**src/basic_timer_watchdog_regs.svh**
```systemverilog
`ifndef BASIC_TIMER_WATCHDOG_REGS_SVH
`define BASIC_TIMER_WATCHDOG_REGS_SVH

// ==========================================================================
// Register indices (byte address is four times the index)
`define TBW_IDX_CONTROL      16'hA002
`define TBW_IDX_COUNT        16'hA007
`define TBW_IDX_SYS_CONFIG   16'hA010
`define TBW_IDX_IRQ_STATUS   16'hA011
`define TBW_IDX_IRQ_MASK     16'hA012
`define TBW_ADDR_WIDTH       18
`define TBW_ADDR_CONTROL     18'h28008
`define TBW_ADDR_COUNT       18'h2801C
`define TBW_ADDR_SYS_CONFIG  18'h28040
`define TBW_ADDR_IRQ_STATUS  18'h28044
`define TBW_ADDR_IRQ_MASK    18'h28048

// ==========================================================================
// Field positions
`define TBW_CTRL_GUARD_CLR   0
`define TBW_CTRL_TB_CLR      1
`define TBW_CTRL_SEL_LSB     2
`define TBW_CTRL_SEL_MSB     3
`define TBW_CTRL_CODE_LSB    8
`define TBW_CTRL_CODE_MSB    15
`define TBW_CFG_STOP_BIT     6
`define TBW_IRQ_INTERVAL_BIT 0
`define TBW_IRQ_START_BIT    1
`define TBW_START_BIT        4

// ==========================================================================
// Reset values and codes
`define TBW_GUARD_STOP_CODE  8'hA5
`define TBW_RST_CODE         8'h00
`define TBW_RST_SEL          2'h0
`define TBW_RST_STOP         1'h0
`define TBW_RST_MASK         2'h0

// ==========================================================================
// Prescaler divide exponents
`define TBW_PRESCALE_WIDTH   13
`define TBW_DIV_SEL3         9
`define TBW_DIV_SEL2         11
`define TBW_DIV_SEL1         12
`define TBW_DIV_SEL0         13
`define TBW_TB_INTERVAL      256
`endif

```
**src/basic_timer_watchdog_pkg.sv**
```systemverilog
package basic_timer_watchdog_pkg;
  typedef logic [7:0]  timebase_type;
  typedef logic [2:0]  guard_type;
  typedef logic [1:0]  clk_sel_type;
  typedef logic [1:0]  irq_bits_type;
  typedef enum logic [2:0] {
    START_WAIT_LOW  = 3'b001,
    START_WAIT_RISE = 3'b010,
    START_RUN       = 3'b100
  } start_state_type;
endpackage : basic_timer_watchdog_pkg

```
**src/timebase_prescaler.sv**
```systemverilog
`include "basic_timer_watchdog_regs.svh"
module timebase_prescaler
  import basic_timer_watchdog_pkg::*;
(
  input  wire logic        i_sys_clk,
  input  wire clk_sel_type i_clk_sel,
  input  wire logic        i_rst,
  output logic             o_tick
);
  logic [`TBW_PRESCALE_WIDTH-1:0] div_count;
  logic [`TBW_PRESCALE_WIDTH-1:0] tap_mask;

  // ==========================================================================
  // Free-running divider
  always_ff @(posedge i_sys_clk) begin
    if (i_rst) begin
      div_count <= '0;
    end else begin
      div_count <= div_count + 1'b1;
    end
  end

  // ==========================================================================
  // Tap selection
  always_comb begin
    case (i_clk_sel)
      2'h3:    tap_mask = `TBW_PRESCALE_WIDTH'((1 << `TBW_DIV_SEL3) - 1);
      2'h2:    tap_mask = `TBW_PRESCALE_WIDTH'((1 << `TBW_DIV_SEL2) - 1);
      2'h1:    tap_mask = `TBW_PRESCALE_WIDTH'((1 << `TBW_DIV_SEL1) - 1);
      default: tap_mask = `TBW_PRESCALE_WIDTH'((1 << `TBW_DIV_SEL0) - 1);
    endcase
  end

  // Selection change mid-period just shortens or stretches one period, no glitch
  always_ff @(posedge i_sys_clk) begin
    if (i_rst) begin
      o_tick <= 1'b0;
    end else begin
      o_tick <= ((div_count & tap_mask) == tap_mask);
    end
  end

  property p_tick_sel3;
    @(posedge i_sys_clk) disable iff (i_rst)
      (i_clk_sel == 2'h3 && $stable(i_clk_sel) && o_tick) |-> (div_count[8:0] == 9'h000);
  endproperty
  a_tick_sel3: assert property (p_tick_sel3) else $error("tick not on 2^9 boundary");
endmodule : timebase_prescaler

```
**src/basic_timer_watchdog.sv**
```systemverilog
`include "basic_timer_watchdog_regs.svh"
module basic_timer_watchdog
  import basic_timer_watchdog_pkg::*;
(
  input  wire logic                       i_sys_clk,
  input  wire logic                       i_rst,
  input  wire logic                       i_halt_release,
  input  wire logic                       psel,
  input  wire logic                       penable,
  input  wire logic                       pwrite,
  input  wire logic [`TBW_ADDR_WIDTH-1:0] paddr,
  input  wire logic [31:0]                pwdata,
  input  wire logic [3:0]                 pstrb,
  output logic [31:0]                     o_prdata,
  output logic                            o_pready,
  output logic                            o_pslverr,
  output logic                            o_irq,
  output logic                            o_guard_reset,
  output logic                            o_cpu_start
);
  // ==========================================================================
  // State
  timebase_type    timebase_counter;
  guard_type       guard_counter;
  clk_sel_type     clk_sel;
  logic [7:0]      guard_code;
  logic            tb_stop;
  irq_bits_type    irq_status;
  irq_bits_type    irq_mask;
  irq_bits_type    irq_event;
  logic            clr_guard;
  logic            clr_tb;
  logic            tick;
  logic            tb_overflow;
  logic            guard_enabled;
  logic            guard_overflow;
  logic            bit4_prev;
  logic            start_event;
  start_state_type start_state;

  logic            setup;
  logic            wr_access;
  logic            rd_setup;
  logic            addr_hit;
  logic            status_read;
  logic [31:0]     next_rdata;

  timebase_prescaler u_prescaler (
    .i_sys_clk (i_sys_clk),
    .i_clk_sel (clk_sel),
    .i_rst     (i_rst),
    .o_tick    (tick)
  );

  // ==========================================================================
  // Bus decode: zero-wait answer in the first access cycle
  assign setup    = psel && !penable;
  assign rd_setup = setup && !pwrite;

  always_comb begin
    addr_hit   = 1'b1;
    next_rdata = 32'h0000_0000;
    case (paddr)
      `TBW_ADDR_CONTROL:    next_rdata = {16'h0000, guard_code, 4'h0, clk_sel, 2'h0};
      `TBW_ADDR_COUNT:      next_rdata = {24'h000000, timebase_counter};
      `TBW_ADDR_SYS_CONFIG: next_rdata = {25'h0000000, tb_stop, 6'h00};
      `TBW_ADDR_IRQ_STATUS: next_rdata = {30'h00000000, irq_status};
      `TBW_ADDR_IRQ_MASK:   next_rdata = {30'h00000000, irq_mask};
      default:              addr_hit = 1'b0;
    endcase
  end

  always_ff @(posedge i_sys_clk) begin
    if (i_rst) begin
      o_pready  <= 1'b0;
      o_pslverr <= 1'b0;
      o_prdata  <= 32'h0000_0000;
    end else begin
      o_pready  <= setup;
      o_pslverr <= setup && !addr_hit;
      o_prdata  <= rd_setup ? next_rdata : 32'h0000_0000;
    end
  end

  // Status read-clear takes effect at the completing edge
  assign status_read = psel && penable && o_pready && !pwrite && (paddr == `TBW_ADDR_IRQ_STATUS);

  // Writes land at the completing edge too, never in the setup cycle
  assign wr_access   = psel && penable && o_pready && pwrite;

  // ==========================================================================
  // Control register; count register has no write path
  always_ff @(posedge i_sys_clk) begin
    if (i_rst) begin
      guard_code <= `TBW_RST_CODE;
      clk_sel    <= `TBW_RST_SEL;
    end else if (wr_access && paddr == `TBW_ADDR_CONTROL) begin
      if (pstrb[0]) begin
        clk_sel <= pwdata[`TBW_CTRL_SEL_MSB:`TBW_CTRL_SEL_LSB];
      end
      if (pstrb[1]) begin
        guard_code <= pwdata[`TBW_CTRL_CODE_MSB:`TBW_CTRL_CODE_LSB];
      end
    end
  end

  // Clear bits never store; they read back zero
  always_ff @(posedge i_sys_clk) begin
    if (i_rst) begin
      clr_guard <= 1'b0;
      clr_tb    <= 1'b0;
    end else begin
      clr_guard <= wr_access && paddr == `TBW_ADDR_CONTROL && pstrb[0] && pwdata[`TBW_CTRL_GUARD_CLR];
      clr_tb    <= wr_access && paddr == `TBW_ADDR_CONTROL && pstrb[0] && pwdata[`TBW_CTRL_TB_CLR];
    end
  end

  always_ff @(posedge i_sys_clk) begin
    if (i_rst) begin
      tb_stop  <= `TBW_RST_STOP;
      irq_mask <= `TBW_RST_MASK;
    end else if (wr_access && pstrb[0]) begin
      if (paddr == `TBW_ADDR_SYS_CONFIG) begin
        tb_stop <= pwdata[`TBW_CFG_STOP_BIT];
      end
      if (paddr == `TBW_ADDR_IRQ_MASK) begin
        irq_mask <= pwdata[1:0];
      end
    end
  end

  // ==========================================================================
  // Timebase counter
  assign tb_overflow = tick && !tb_stop && !clr_tb && (timebase_counter == 8'hFF);

  always_ff @(posedge i_sys_clk) begin
    if (i_rst) begin
      timebase_counter <= 8'h00;
    end else if (clr_tb) begin
      timebase_counter <= 8'h00;
    end else if (tick && !tb_stop) begin
      timebase_counter <= timebase_counter + 8'h01;
    end
  end

  // ==========================================================================
  // Guard counter, clocked only by timebase overflow
  assign guard_enabled  = (guard_code != `TBW_GUARD_STOP_CODE);
  assign guard_overflow = guard_enabled && tb_overflow && !clr_guard && (guard_counter == 3'h7);

  always_ff @(posedge i_sys_clk) begin
    if (i_rst) begin
      guard_counter <= 3'h0;
    end else if (clr_guard) begin
      guard_counter <= 3'h0;
    end else if (tb_overflow && guard_enabled) begin
      guard_counter <= guard_counter + 3'h1;
    end
  end

  // Pulse feeds system reset, which then clears this block too
  always_ff @(posedge i_sys_clk) begin
    if (i_rst) begin
      o_guard_reset <= 1'b0;
    end else begin
      o_guard_reset <= guard_overflow;
    end
  end

  // ==========================================================================
  // Processor start gate
  always_ff @(posedge i_sys_clk) begin
    if (i_rst) begin
      bit4_prev <= 1'b0;
    end else begin
      bit4_prev <= timebase_counter[`TBW_START_BIT];
    end
  end

  always_ff @(posedge i_sys_clk) begin
    if (i_rst) begin
      start_state <= START_WAIT_RISE;
    end else if (i_halt_release) begin
      start_state <= START_WAIT_RISE;
    end else begin
      case (start_state)
        START_WAIT_LOW:  start_state <= START_WAIT_RISE;
        START_WAIT_RISE: begin
          if (timebase_counter[`TBW_START_BIT] && !bit4_prev) begin
            start_state <= START_RUN;
          end
        end
        START_RUN:       start_state <= START_RUN;
        default:         start_state <= START_WAIT_RISE;
      endcase
    end
  end

  assign start_event = (start_state == START_WAIT_RISE) && !i_halt_release
                       && timebase_counter[`TBW_START_BIT] && !bit4_prev;

  always_ff @(posedge i_sys_clk) begin
    if (i_rst) begin
      o_cpu_start <= 1'b0;
    end else begin
      o_cpu_start <= (start_state == START_RUN) && !i_halt_release;
    end
  end

  // ==========================================================================
  // Interrupt status: a new event beats a clearing read
  // Bit 1 start event, bit 0 interval overflow
  assign irq_event = {start_event, tb_overflow};

  for (genvar b = 0; b < 2; b++) begin : g_status
    always_ff @(posedge i_sys_clk) begin
      if (i_rst) begin
        irq_status[b] <= 1'b0;
      end else begin
        irq_status[b] <= irq_event[b] || (irq_status[b] && !status_read);
      end
    end
  end

  always_ff @(posedge i_sys_clk) begin
    if (i_rst) begin
      o_irq <= 1'b0;
    end else begin
      o_irq <= |(irq_status & irq_mask);
    end
  end

  // ==========================================================================
  // Checks
  property p_count_steps;
    @(posedge i_sys_clk) disable iff (i_rst)
      $changed(timebase_counter) |-> (timebase_counter == 8'($past(timebase_counter) + 8'h01))
        || (timebase_counter == 8'h00);
  endproperty
  a_count_steps: assert property (p_count_steps) else $error("timebase jumped");

  property p_overflow_wrap;
    @(posedge i_sys_clk) disable iff (i_rst)
      tb_overflow |=> (timebase_counter == 8'h00) && irq_status[`TBW_IRQ_INTERVAL_BIT] ##1 o_irq || !irq_mask[0];
  endproperty
  a_overflow_wrap: assert property (p_overflow_wrap) else $error("overflow did not wrap or flag");

  property p_guard_cause;
    @(posedge i_sys_clk) disable iff (i_rst)
      $changed(guard_counter) |-> $past(tb_overflow) || $past(clr_guard);
  endproperty
  a_guard_cause: assert property (p_guard_cause) else $error("guard moved without overflow");

  property p_guard_reset;
    @(posedge i_sys_clk) disable iff (i_rst)
      (guard_enabled && tb_overflow && !clr_guard && guard_counter == 3'h7) |=> o_guard_reset ##1 !o_guard_reset;
  endproperty
  a_guard_reset: assert property (p_guard_reset) else $error("guard overflow gave no reset pulse");

  property p_guard_stop;
    @(posedge i_sys_clk) disable iff (i_rst)
      (guard_code == `TBW_GUARD_STOP_CODE && !clr_guard) |=> $stable(guard_counter) && !o_guard_reset;
  endproperty
  a_guard_stop: assert property (p_guard_stop) else $error("stopped guard counted");

  property p_reset_defaults;
    @(posedge i_sys_clk)
      i_rst |=> (guard_code == 8'h00) && (clk_sel == 2'h0) && (guard_counter == 3'h0)
        && (timebase_counter == 8'h00) && !o_cpu_start;
  endproperty
  a_reset_defaults: assert property (p_reset_defaults) else $error("reset values wrong");

  property p_guard_clear;
    @(posedge i_sys_clk) disable iff (i_rst)
      (wr_access && paddr == `TBW_ADDR_CONTROL && pstrb[0] && pwdata[0]) |=> ##1 (guard_counter == 3'h0);
  endproperty
  a_guard_clear: assert property (p_guard_clear) else $error("guard clear ignored");

  property p_tb_clear;
    @(posedge i_sys_clk) disable iff (i_rst)
      (wr_access && paddr == `TBW_ADDR_CONTROL && pstrb[0] && pwdata[1]) |=> ##1 (timebase_counter == 8'h00);
  endproperty
  a_tb_clear: assert property (p_tb_clear) else $error("timebase clear ignored");

  property p_start_gate;
    @(posedge i_sys_clk) disable iff (i_rst)
      $rose(o_cpu_start) |-> $past(timebase_counter[4], 2) && !$past(timebase_counter[4], 3);
  endproperty
  a_start_gate: assert property (p_start_gate) else $error("start before bit 4 rose");

  property p_stop_hold;
    @(posedge i_sys_clk) disable iff (i_rst)
      (tb_stop && !clr_tb) |=> $stable(timebase_counter);
  endproperty
  a_stop_hold: assert property (p_stop_hold) else $error("stopped timebase moved");

  property p_clear_pulse;
    @(posedge i_sys_clk) disable iff (i_rst)
      (clr_guard || clr_tb) |=> !clr_guard && !clr_tb;
  endproperty
  a_clear_pulse: assert property (p_clear_pulse) else $error("clear bit did not self clear");

  property p_irq_level;
    @(posedge i_sys_clk) disable iff (i_rst)
      1'b1 |=> (o_irq == (|($past(irq_status & irq_mask))));
  endproperty
  a_irq_level: assert property (p_irq_level) else $error("interrupt level wrong");
endmodule : basic_timer_watchdog

```
**config.mk**
```make
export PLATFORM = sky130hd
export DESIGN_NAME = basic_timer_watchdog
export DESIGN_NICKNAME = d
export VERILOG_FILES = /design/src/basic_timer_watchdog_pkg.sv /design/src/timebase_prescaler.sv /design/src/basic_timer_watchdog.sv
export VERILOG_INCLUDE_DIRS = /design/src
export SDC_FILE = /design/constraint.sdc
export NUM_CORES = 1
export LEC_CHECK = 0
export BUFFER_PORTS_ARGS = -buffer_cell sky130_fd_sc_hd__buf_2
export CORE_MARGIN = 2
export CORE_UTILIZATION = 45
export CTS_CLUSTER_SIZE = 8
export DETAILED_ROUTE_END_ITERATION = 6
export HOLD_SLACK_MARGIN = 0.1
export PLACE_DENSITY = 0.76
export SLEW_MARGIN = 25
export SYNTH_ARGS = -nofsm -noshare
export SYNTH_HDL_FRONTEND = slang
export SYNTH_SLANG_ARGS = --single-unit
```
**constraint.sdc**
```tcl
create_clock -name i_sys_clk -period 1.4 [get_ports i_sys_clk]
set_input_delay 0.28 -clock i_sys_clk [delete_from_list [all_inputs] [get_ports i_sys_clk]]
set_output_delay 0.28 -clock i_sys_clk [all_outputs]
set_load 0.02 [all_outputs]
```
Yosys cells after proc, flatten, opt, wreduce, memory -nomap -nowiden

Index checks and enable logic that the tools add are counted.

Flip-flop bits (word level): 83
Logic and storage cells: 93

Eq/ne operators: 15
Muxes and demuxes: 5
Bitwise operators: 3
Reductions and logical operators: 47
$add $sub $neg: 3

Operator list:

| kind                                                                  | count |
|---|---|
| 18-bit equality test, second input constant                           | 5 |
| 16-bit case mux with 5 select lines                                   | 1 |
| 13-bit case mux with 3 select lines                                   | 1 |
| 1-bit logical AND                                                     | 26 |
| 13-bit by 1-bit adder with 13-bit output, second input constant       | 1 |
| 13-bit bitwise AND                                                    | 1 |
| 13-bit equality test                                                  | 1 |
| 2-bit OR reduction                                                    | 5 |
| 1-bit zero test                                                       | 9 |
| 8-bit by 1-bit adder with 8-bit output, second input constant         | 1 |
| 8-bit equality test, second input constant                            | 1 |
| 8-bit inequality test, second input constant                          | 1 |
| 2-bit AND reduction                                                   | 4 |
| 3-bit equality test, second input constant                            | 2 |
| 3-bit case mux with 2 select lines                                    | 1 |
| 5-bit OR reduction                                                    | 1 |
| 2-bit equality test, second input constant                            | 2 |
| 3-bit by 1-bit adder with 3-bit output, second input constant         | 1 |
| 3-bit by 2-bit equality test with 1-bit output, second input constant | 1 |
| 3-bit 2-to-1 mux                                                      | 1 |
| 2-bit bitwise AND                                                     | 1 |
| 2-bit by 1-bit equality test with 1-bit output, second input constant | 1 |
| 1-bit logical OR                                                      | 2 |
| 2-bit inequality test, second input constant                          | 1 |
| 2 further kinds                                                       | 2 |

Logic depth before layout (Yosys ltp)

Gate-level depths: netlist of the first run.

Depth after elaboration: 7
Mapped depth: 6
Gate-level depth less buffers: 5

Cells and area by module

A second synthesis of the first run with hierarchy kept.

Cells, all modules: 313
Area total of the unflattened synthesis: 3029.2 µm²

Modules (own cells, without submodules):

| module               | times used | cells an instance | seq. area each (µm²) | area each (µm²) |
|---|---|---|---|---|
| basic_timer_watchdog | 1          | 247               | 1041.0               | 2436.1 |
| timebase_prescaler   | 1          | 66                | 280.3                | 593.1 |

Worst setup path after synthesis of the first run

No wires, ideal clock.

Path type: register to register
Start point: reg timebase_counter[0]
End point: reg guard_counter[0]
Slack: -0.035 ns
Period minus slack after synthesis: 1.435 ns
Setup time: 0.127 ns
Arrival: 1.308 ns
Buffers on the path: 0
Cell stages (with the launch flop): 6
Data required time: 1.273 ns
Cell sequence: dfxtp_1 ha_1 nand4b_1 a2111oi_4 xnor2_1 nor3_2

Longest elaborated chain between the ends: 3

RTL lines:

| element                  | line                        | text |
|---|---|---|
| start: declaration       | basic_timer_watchdog.sv:23  | `timebase_type timebase_counter;` |
| start signal: assignment | basic_timer_watchdog.sv:142 | `timebase_counter <= timebase_counter + 8'h01;` |
| 8-bit equality test      | basic_timer_watchdog.sv:134 | `assign tb_overflow = tick && !tb_stop && !clr_tb && (timebase_counter == 8'hFF);` |
| 1-bit logical AND        | basic_timer_watchdog.sv:134 |  |
| 1-bit logical AND        | basic_timer_watchdog.sv:156 | `end else if (tb_overflow && guard_enabled) begin` |
| end signal: assignment   | basic_timer_watchdog.sv:157 | `guard_counter <= guard_counter + 3'h1;` |
| end: declaration         | basic_timer_watchdog.sv:24  | `guard_type guard_counter;` |

No other way between the ends.
A chain may end at the register's enable or synchronous reset.

Worst setup path after layout of the first run

Start point: reg guard_code[3]
End point: reg guard_counter[0]

Longest elaborated chain between the ends: 2

RTL lines:

| element                         | line                        | text |
|---|---|---|
| start: declaration              | basic_timer_watchdog.sv:26  | `logic [7:0] guard_code;` |
| start signal: assignment        | basic_timer_watchdog.sv:95  | `` guard_code <= `TBW_RST_CODE; `` |
| start signal: assignment        | basic_timer_watchdog.sv:102 | `` guard_code <= pwdata[`TBW_CTRL_CODE_MSB:`TBW_CTRL_CODE_LSB]; `` |
| 8-bit inequality test (no line) | n/a                         |  |
| 1-bit logical AND               | basic_timer_watchdog.sv:156 |  |

No other way between the ends.

==> results of run 1 <==
where the power goes:
group          switching [mW]  internal (mW)
Sequential            0.00747           1.89
Combinational           0.126         0.0887
Clock                   0.736           1.05
sequential cells by signal (all words and copies together) (netlist names), 2 cells and up:
signal and flops:
clk_sel 2, irq_status 2, u_prescaler.div_count 13, timebase_counter 8, start_state 2, irq_mask 2, o_prdata 16, guard_code 8
guard_counter 3
cell usage after synthesis (all sizes together), types with 2 or more instances:
cell type	number
a21oi	18
a22oi	6
and2	10
and3	7
and4	4
and4b	2
and4bb	3
buf	19
clkbuf	8
dfxtp	66
ha	6
inv	4
nand2	14
nand2b	3
nand3	22
nand4	10
nor2	29
nor2b	2
nor3	7
nor3b	4
nor4	3
nor4b	5
o21ai	19
o22ai	2
or3	2
xnor2	9
xor2	8
logic make-up after synthesis:
| family | Yosys count | share of synthesized area |
|---|---|---|
| adder cells (fa/ha/maj) | 6 | 0.0266 |
| XOR/XNOR | 17 | 0.0527 |
| other | 1 | 0.00133 |
| flip-flops | 66 | 0.467 |
| buffers and inverters | 31 | 0.0677 |
| AO/OA/AOI/OAI | 50 | 0.107 |
| AND/OR/NAND/NOR | 132 | 0.274 |
| multiplexers | 1 | 0.00354 |
critical path, stage by stage, from the launching register on:
cell       delay [ps]
dfxtp_2           340
and4bb_2          260
a2111oi_4         410
buf_4             190
xnor2_2           110
nor3_2             50
repair_timing:
item | 4_1_cts | 5_1_grt
pin swaps | 1 | 2
setup buffers | 1 | 1
resized for setup | 8 | 14
cloned | 0 | 0
endpoints found under the setup margin | 5 | 33
layout by cell type (no fill, tap or decap), drive strengths merged, types with 2 or more instances in the layout:
cell type / instances
buf: 94
dfxtp: 66
nor2: 29
nand3: 22
o21ai: 19
a21oi: 18
conb: 16
nand2: 14
clkbuf: 10
nand4: 10
and2: 10
xnor2: 9
xor2: 8
nor3: 7
and3: 7
a22oi: 6
ha: 6
inv: 5
nor4b: 5
nor3b: 4
and4: 4
and4bb: 3
nand2b: 3
nor4: 3
and4b: 2
o22ai: 2
nor2b: 2
bufinv: 2
clkinvlp: 2
or3: 2
how the worst max path moves through the flow:
stage,start,to,slack (ps),cells past startpoint
3_5_place_dp,paddr[13],o_prdata[13]$_SDFF_PP0_,-300,5
2_1_floorplan,paddr[13],guard_code[5]$_SDFFE_PP0P_,-0.0002,5
3_3_place_gp,paddr[7],o_prdata[8]$_SDFF_PP0_,-230,5
4_1_cts,guard_code[3]$_SDFFE_PP0P_,guard_counter[2]$_SDFFE_PP0P_,-50,5
5_1_grt,timebase_counter[0]$_SDFFE_PP0N_,guard_counter[0]$_SDFFE_PP0P_,-120,6
6_report,guard_code[3]$_SDFFE_PP0P_,guard_counter[0]$_SDFFE_PP0P_,-70,5
area by class of cell:
type	instances	area, µm²	area share
Multi-Input combinational cell	222	1440	0.393
Timing Repair Buffer	94	558	0.153
Clock buffer	10	138	0.0376
Sequential cell	66	1330	0.363
Inverter	4	15.0	0.00411
Tap cell	75	93.8	0.0257
Clock inverter	6	88.8	0.0243
routing by layer:
layer,vias to the layer above,GRT usage,wire length [µm]
li1,1243,-,-
met1,1141,0.211,2640
met2,90,0.316,3190
met3,21,0.0467,381
met4,0,0.112,193
met5,-,0,0
metrics by stage:
step                power (mW)  area, µm²  utilization
floorplan                 2.07       2890            -
global placement          2.14       3350        0.559
detailed placement        2.14       3350        0.559
CTS                       3.93       3600        0.601
global route              4.02       3660        0.610
finish                    3.90       3660        0.610
==> summary.md, run 1 <==
| Metric | Value |
|---|---|
| Total CTS buffers | 9 |
| Ant diodes | 0 |
| Dominant synthesized flop cell | dfxtp_1 |
| Final TNS setup | -134 ps |
| CTS max path bufs | 2 |
| #FFs+latches synth | 66 |
| MaxCap Viol Count | 0 |
| Share of cells above drive strength 1 | 0.346 |
| Crit Path Category | flip-flop to flip-flop |
| Average cell area after synthesis | 9.30 µm² |
| Worst skew pair latency | around 340 ps |
| GP Congestion | around 0.87 |
| Clock transition at path regs | 70 ps |
| Number of nets still failing antenna checks after routing | 0 |
| Hold-fix buffers at CTS | 0 |
| Top-area cell type share of the netlist area | 0.467 |
| Required @ worst endpoint | roughly 1600 ps |
| Hold path depth | 2 |
| Vias | roughly 2500 |
| Tmin final | about 1500 ps |
| Final WL | 6410 µm |
| Worst r2r src | guard_code[3]$_SDFFE_PP0P_ |
| Hold Fails Final Rpt | 0 |
| TritonCTS clock tree | built |
| Synth cell types | 46 |
| Crit Path Max Fanout | 3 |
| Final Setup Violations | 4 |
| DIE AREA | 6930 µm² |
| Post-synth top area cell | dfxtp_1 |
| Num ports | 97 |
| Remaining DRCs | 0 |
| Failing checks | setup timing |
| Status | finished with violations |
| Nets@finish | 463 |
| Wire per inst | 13.4 µm |
| Register area share after synthesis | 0.467 |
| Data arrival time of the worst path | 1690 ps |
| Reg-to-reg critical path endpoint | guard_counter[0]$_SDFFE_PP0P_ |
| CTS sink cnt | 66 |
| Worst hold margin | 130 ps |
| Crit end category | flip-flop |
| Tot GR Track Use | 0.187 |
| Grt ovf | 0 |
| Worst min path class | primary input to flip-flop |
| Iter 0 DRT Violations | around 150 |
| Die X | 83.3 µm |
| Largest net degree at the start of global routing | 41 |
| Yosys warnings | 0 |
| Min-delay src | i_halt_release |
| Worst r2r path cells | 5 |
| Slew Viols, Final | 0 |
| Worst hold endpoint | o_cpu_start$_SDFF_PP0_ |
| Antenna violations before repair | 0 |
| VDD IR max | 763 µV |
| First-pass GRT wire length | 10500 µm |
| Synth Cell Area | 2830 µm² |
| Worst slack, placed | -298 ps |
| Static leakage | 1.53 nW |
| Setup slack, reg-to-reg | -70 ps |
| Via density | 5.23 |
| First-pass iteration count of the detailed router | 4 |
| Placed instance count | 459 |
| Period utilisation layout | 1.05 |
| Buffers on Ports | 59 |
| Fillers | 505 |
| Worst Skew | 9.11 ps |
| Cell Pwr Density | 1070 nW/µm² |
| Setup crit start kind | flip-flop |
| Die Height | around 83 µm |
| Htree depth | 3 |
| Starting density of the core | 0.472 |
| Worst Setup Slack, final | -68.2 ps |
| Root buf cell | clkbuf_8 |
| HPWL Detailed | 4640 µm |
| Area Growth Syn to Fin | 29.4% |
| EDFF count, synth | 0 |
| Max Freq | 681 MHz |
| RSZ-0062 raised after global routing | true |
| Final non-filler cell total | 477 |
| Core box area | about 6000 µm² |
| Row count | 28 |
| Post-synthesis async set-or-reset flop share | 0 |
| Synth area leaders | dfxtp_1 (47%), buf_4 (4.8%), nand3_1 (3.9%) |
| Vias in the first global route | 2382 |
| Mapped Cells | approximately 300 |
No activity file was read; power rests on OpenSTA's default activity.
==> run 2: changes to the inputs <==
- ABC_AREA: unset -> 1
- CORE_UTILIZATION: 45 -> 46
==> summary.md, run 2 <==
| Metric | Value |
|---|---|
| Status | complete, no violations |
| Wire per inst | 11.5 µm (-14%) |
| First-pass GRT wire length | 11200 µm (+6.9%) |
| Count leader, synth | nor2_1 |
| Most common cell after layout, fill and taps aside | nor2_1 |
| HPWL Detailed | 5210 µm (+12%) |
| TritonCTS clock tree | built |
| Root buf cell | clkbuf_8 |
| Slew Viols, Final | 0 (unchanged) |
| Worst r2r path cells | 7 (+2) |
| Largest regs | o_prdata x16, u_prescaler.div_count x13 |
| #FFs+latches synth | 66 (unchanged) |
| Total CTS buffers | 9 (unchanged) |
| Dominant synthesized flop cell | dfxtp_1 |
| Static leakage | 1.79 nW (+17%) |
| Vias in the first global route | 2691 (+13%) |
| Worst skew pair latency | 340 ps (about the same) |
| Total Power | 3.57 mW (-8.4%) |
| WP buf/inv | 1 (unchanged) |
| Crit-path slowest cell | dfxtp_2 |
| Cell Pwr Density | 919 nW/µm² (-14%) |
| Share of cells above drive strength 1 | 0.302 (-0.0440) |
| Max FFs per register | 16 (unchanged) |
| Hold Fails Final Rpt | 0 (unchanged) |
| Remaining DRCs | 0 (unchanged) |
| Synth cell count leaders | nor2_1 (76), dfxtp_1 (66), nand2_1 (65) |
| Synthesized-area fraction occupied by adder cells | 0.0240 (-0.00252) |
| Via density | 4.84 (-7.5%) |
| Crit Path Max Fanout | 3 (unchanged) |
| Worst Skew | 11.2 ps (+2.13 ps) |
| Max Freq | 744 MHz (+9.2%) |
| Min-delay src | i_halt_release |
| Setup slack, reg-to-reg | 60 ps (+120 ps) |
| Buffers on Ports | 59 (unchanged) |
| CTS sink cnt | 66 (unchanged) |
| CTS max path bufs | 2 (unchanged) |
| Synth cell types | 34 (-26%) |
| Iter 0 DRT Violations | 111 (-27%) |
| Post-synthesis async set-or-reset flop share | 0 (unchanged) |
| Hold path depth | 3 (+1) |
| Nets@finish | 580 (+25%) |
| Cell family with most CP delay | simple AND/OR/NAND/NOR gates |
| Average cell area after synthesis | 7.42 µm² (-20%) |
| Data arrival time of the worst path | 1590 ps (-100 ps) |
| Top-area cell type share of the netlist area | 0.423 (-0.0444) |
| Row count | 30 (+7.1%) |
| Starting density of the core | 0.467 (-0.00439) |
| Largest family of logic cells by synthesized area | simple AND/OR/NAND/NOR gates |
| Setup crit start kind | flip-flop |
| Antenna violations before repair | 0 (unchanged) |
| Core box area | 6680 µm² (+12%) |
| Required @ worst endpoint | 1650 ps (+20 ps) |
| Worst hold margin | 161 ps (+31.8 ps) |
| Worst hold endpoint | start_state[1]$_SDFFE_PP1P_ |
| Synth area leaders | dfxtp_1 (42%), nor2_1 (9.1%), nand2_1 (7.8%) |
| Register area share after synthesis | 0.423 (-0.0444) |
| Worst min path class | primary input to flip-flop |
| XOR/XNOR Fraction of Synth Area | 0.00561 (-0.0471) |
| Post-synthesis mux area share | 0 (-0.00354) |
| CP Cell Sequence | ha_1, nand2_2, inv_2, nand2_1, nor2_2, nand3_2, nor3b_2 |
| Final WL | 6890 µm (+7.5%) |
| Grt ovf | 0 (unchanged) |
| Htree depth | 3 (unchanged) |
| Num ports | 97 (unchanged) |
| Number of nets still failing antenna checks after routing | 0 (unchanged) |
| Reg-to-reg critical path endpoint | o_guard_reset$_SDFF_PP0_ |
| Period utilisation layout | 0.960 (-0.0886) |
| Hold-fix buffers at CTS | 0 (unchanged) |
| Most frequent cells in the layout | nor2_1 (72), nand2_1 (64), dfxtp_1 (62) |
| Post-synthesis simple-gate area fraction | 0.356 (+0.0822) |
| Final TNS setup | 0 ps (+134 ps) |
| Clock transition at path regs | 70 ps (about the same) |
| Post-synth top area cell | dfxtp_1 |
| MaxCap Viol Count | 0 (unchanged) |
| Vias | 2888 (+16%) |
| First-pass iteration count of the detailed router | 4 (unchanged) |
| DIE AREA | 7460 µm² (+7.7%) |
| Crit end category | flip-flop |
| Final Setup Violations | 0 (-4) |
| EDFF count, synth | 0 (unchanged) |
| Synth Area in Compound Gates | 0.0669 (-0.0398) |
| Largest Register | o_prdata |
| Worst r2r src | timebase_counter[0]$_SDFFE_PP0N_ |
| Tmin final | 1340 ps (-124 ps) |
| Mapped Cells | 421 (+38%) |
| Yosys warnings | 0 (unchanged) |
| Die Height | 86.4 µm (+3.8%) |
| Synth Cell Area | 3120 µm² (+10%) |
| VDD IR max | 462 µV (-39%) |
| Ant diodes | 0 (unchanged) |
| Post-layout util | 0.581 (-0.0290) |
| Die X | 86.4 µm (+3.8%) |
| GP Congestion | 0.844 (-2.7%) |
| Crit Path Category | flip-flop to flip-flop |
| Slowest cell delay on critical path | 340 ps (-70 ps) |
| Tot GR Track Use | 0.190 (+0.00292) |
| Area Growth Syn to Fin | 24.4% |
| Largest net degree at the start of global routing | 24 (-41%) |
## run 2: worst max-delay path by stage
stage	startpoint	end	slack, ps	cells after the start
after floorplan	u_prescaler.div_count[0]$_SDFF_PP0_	u_prescaler.div_count[12]$_SDFF_PP0_	100	8
after global placement	paddr[9]	clr_guard$_SDFF_PP0_	-80	7
after detailed placement	paddr[9]	clr_guard$_SDFF_PP0_	-120	7
after CTS	timebase_counter[0]$_SDFFE_PP0N_	guard_counter[2]$_SDFFE_PP0P_	7	6
after global routing	timebase_counter[1]$_SDFFE_PP0N_	o_guard_reset$_SDFF_PP0_	-50	7
final	timebase_counter[0]$_SDFFE_PP0N_	o_guard_reset$_SDFF_PP0_	60	7
## run 2: cell families (layout without fill, tap and decap cells)
logic type,Yosys count,after routing
compound gates,38,38
xor+xnor,2,2
fa+ha+maj,6,6
buf+inv,81,162
flops,66,66
other cells,1,16
simple gates,227,227
## run 2: power breakdown
part           switching [mW]  leakage, nW  total, mW  internal [mW]
clock                   0.683       0.0903       1.45          0.765
combinational           0.147         1.16      0.227         0.0795
sequential            0.00699        0.534       1.89           1.89
total                   0.837         1.79       3.57           2.73
## run 2: timing repair
| item | in CTS | in global routing |
|---|---|---|
| setup buffers | 0 | 4 |
| resized for setup | 0 | 17 |
| setup endpoints to repair | 0 | 10 |
## run 2: worst register-to-register path, cell delays in order, from the launching register on
cell	delay, ps
dfxtp_2	340
ha_1	180
nand2_2	80
inv_2	70
nand2_1	90
nor2_2	160
nand3_2	100
nor3b_2	230
## run 2: final cells by class
type | count | area [µm²]
well taps | 80 | 100
repair buffers | 90 | 541
multi-input cells | 289 | 1520
clock inverters | 2 | 12.5
flip-flops and latches | 66 | 1330
inverters | 58 | 218
fillers | 621 | 2800
clock buffers | 12 | 165
## run 2: metal layers
metal	GRT usage	part of all wire	wire (µm)
met2	0.317	0.47	3210
met1	0.220	0.44	3060
met3	0.0429	0.059	405
met4	0.114	0.032	221
met5	0	0	0
## run 2: per-stage QoR
stage,worst slack [ps],instance area [µm²],std cells
floorplan,95.5,3180,436
global placement,-82.3,3620,579
detailed placement,-119,3620,579
CTS,6.78,3800,593
global route,-48.8,3880,597
finish,55.8,3880,597
==> run 3: changes to the inputs <==
- CORE_UTILIZATION: 46 -> 40
- PLACE_DENSITY: 0.76 -> 0.67
==> summary.md, run 3 (same netlist as run 2, synthesis figures left out) <==
| Metric | Value |
|---|---|
| Via density | 4.54 (-6.1%) |
| First-pass iteration count of the detailed router | 4 (unchanged) |
| Starting density of the core | 0.408 (-0.0590) |
| Final Setup Violations | 0 (unchanged) |
| Hold-fix buffers at CTS | 0 (unchanged) |
| Die X | 92.4 µm (+6.9%) |
| Crit Path Category | flip-flop to flip-flop |
| Required @ worst endpoint | 1660 ps (about the same) |
| Fillers | 728 (+17%) |
| Post-layout util | 0.523 (-0.0589) |
| Num ports | 97 (unchanged) |
| Total CTS buffers | 9 (unchanged) |
| Vias | 2854 (-1.2%) |
| Worst skew pair latency | 340 ps (about the same) |
| CTS max path bufs | 2 (unchanged) |
| Combinational fraction of design power | 0.065 (about the same) |
| Die Height | 92.4 µm (+6.9%) |
| Grt ovf | 0 (unchanged) |
| Max FFs per register | 16 (unchanged) |
| Most common cell after layout, fill and taps aside | nor2_1 |
| Largest net degree at the start of global routing | 24 (unchanged) |
| Data arrival time of the worst path | 1590 ps (about the same) |
| Buffers on Ports | 59 (unchanged) |
| Final WL | 7010 µm (+1.7%) |
| Slowest cell delay on critical path | 380 ps (+40 ps) |
| Tmin final | 1330 ps (-9.25 ps) |
| Crit Path Max Fanout | 5 (+2) |
| Clock share of power | 0.418 (+0.012) |
| Worst hold margin | 171 ps (+9.84 ps) |
| TritonCTS clock tree | built |
| Iter 0 DRT Violations | 98 (-12%) |
| Area Growth Syn to Fin | 28.0% |
| Htree depth | 3 (unchanged) |
| Pint | 2.79 mW (+2.0%) |
| Largest regs | o_prdata x16, u_prescaler.div_count x13 |
| Ant diodes | 0 (unchanged) |
| Largest Register | o_prdata |
| Static leakage | 1.81 nW (+1.4%) |
| CTS sink cnt | 66 (unchanged) |
| Tot GR Track Use | 0.168 (-0.0211) |
| Antenna violations before repair | 0 (unchanged) |
| Number of nets still failing antenna checks after routing | 0 (unchanged) |
| Status | complete, no violations |
| Sequential fraction of design power | 0.517 (-0.014) |
| VDD IR max | 400 µV (-14%) |
| RSZ-0062 raised after global routing | true |
| Period utilisation layout | 0.954 (-0.00661) |
| CP Cell Sequence | nand2_2, nor3_2, nand2_1, nor2_2, nand3_2, nor3b_2 |
| Root buf cell | clkbuf_8 |
| Final TNS setup | 0 ps (unchanged) |
| Nets@finish | 587 (+1.2%) |
| Max Freq | 749 MHz (+0.69%) |
| Core box area | 7650 µm² (+14%) |
| Sw Ratio | 0.237 (+0.00238) |
| Slew Viols, Final | 0 (unchanged) |
| Setup crit start kind | flip-flop |
| Cell Pwr Density | 914 nW/µm² (-0.49%) |
| Vias in the first global route | 2668 (-0.85%) |
| Crit-path slowest cell | dfxtp_4 |
| Net Switching | 0.866 mW (+3.4%) |
| Clock transition at path regs | 80 ps (about the same) |
| Crit end category | flip-flop |
| Most frequent cells in the layout | nor2_1 (69), nand2_1 (63), dfxtp_1 (62) |
| Share of cells above drive strength 1 | 0.317 (+0.0157) |
| First-pass GRT wire length | 11500 µm (+2.7%) |
| Remaining DRCs | 0 (unchanged) |
| Wire per inst | 11.2 µm (-3.3%) |
| DIE AREA | 8530 µm² (+14%) |
| Hold Fails Final Rpt | 0 (unchanged) |
| GP Congestion | 0.859 (+1.7%) |
| HPWL Detailed | 5280 µm (+1.4%) |
| Worst Skew | 12.5 ps (+1.24 ps) |
| Row count | 32 (+6.7%) |
| MaxCap Viol Count | 0 (unchanged) |
| Worst min path class | primary input to flip-flop |
| Worst Setup Slack, final | 65.1 ps (+9.25 ps) |
| Worst slack, placed | -81.3 ps (+37.3 ps) |
-- run 3: cell count changes in the layout (fill, tap and decap cells not counted), moves of 2 or more --
cell / before / now
buf_4: 30 / 36
clkbuf_8: 12 / 9
nor2_1: 72 / 69
clkbuf_1: 0 / 2
nor2_2: 16 / 18
-- run 3: through the flow --
step / cell area, µm² / instances / power (mW)
3_5_place_dp: 3700 / 607 / 2.17
5_1_grt: 4000 / 628 / 3.80
6_report: 4000 / 628 / 3.65
4_1_cts: 3880 / 623 / 3.68
3_3_place_gp: 3700 / 607 / 2.16
2_1_floorplan: 3180 / 436 / 2.09
-- run 3: cell type report --
class | instances | area [µm²] | area share
multi-input cells | 290 | 1550 | 0.388
flip-flops and latches | 66 | 1330 | 0.332
repair buffers | 96 | 586 | 0.147
inverters | 58 | 218 | 0.0545
clock buffers | 11 | 131 | 0.0329
well taps | 102 | 128 | 0.0319
clock inverters | 5 | 55.1 | 0.0138
-- run 3: worst paths after layout --
| path | end | start | cells past startpoint | slack (ps) |
|---|---|---|---|---|
| max | o_guard_reset$_SDFF_PP0_ | timebase_counter[4]$_SDFFE_PP0N_ | 6 | 70 |
| min | guard_code[6]$_SDFFE_PP0P_ | pwdata[14] | 3 | 170 |
| max reg2reg | o_guard_reset$_SDFF_PP0_ | timebase_counter[4]$_SDFFE_PP0N_ | 6 | 70 |
| min reg2reg | u_prescaler.div_count[10]$_SDFF_PP0_ | u_prescaler.div_count[10]$_SDFF_PP0_ | 2 | 450 |
-- run 3: repair_timing --
action	4_1_cts	5_1_grt
gates resized for setup	1	21
endpoints found under the hold margin	0	0
pin swaps	0	11
endpoints found under the setup margin	1	17
gates cloned	0	1
setup buffers	0	4
-- run 3: worst max-delay path, delay by kind of cell (launching register included) --
family | cells | cell delay [ps]
AND/OR/NAND/NOR | 6 | 860
flip-flops | 1 | 380
-- run 3: power by group through the flow --
| stage | logic (mW) | registers [mW] | clock network [mW] |
|---|---|---|---|
| 6_report | 0.238 | 1.89 | 1.53 |
| 5_1_grt | 0.265 | 1.89 | 1.65 |
| 4_1_cts | 0.234 | 1.89 | 1.55 |
| 3_5_place_dp | 0.232 | 1.93 | 0 |
| 3_3_place_gp | 0.229 | 1.93 | 0 |
| 2_1_floorplan | 0.156 | 1.94 | 0 |
-- run 3: routing by layer --
| layer | vias to the layer above | GRT usage | part of all wire |
|---|---|---|---|
| li1 | 1507 | - | - |
| met1 | 1256 | 0.211 | 0.47 |
| met2 | 79 | 0.278 | 0.46 |
| met3 | 12 | 0.0325 | 0.049 |
| met4 | 0 | 0.0808 | 0.021 |
| met5 | - | 0 | 0 |
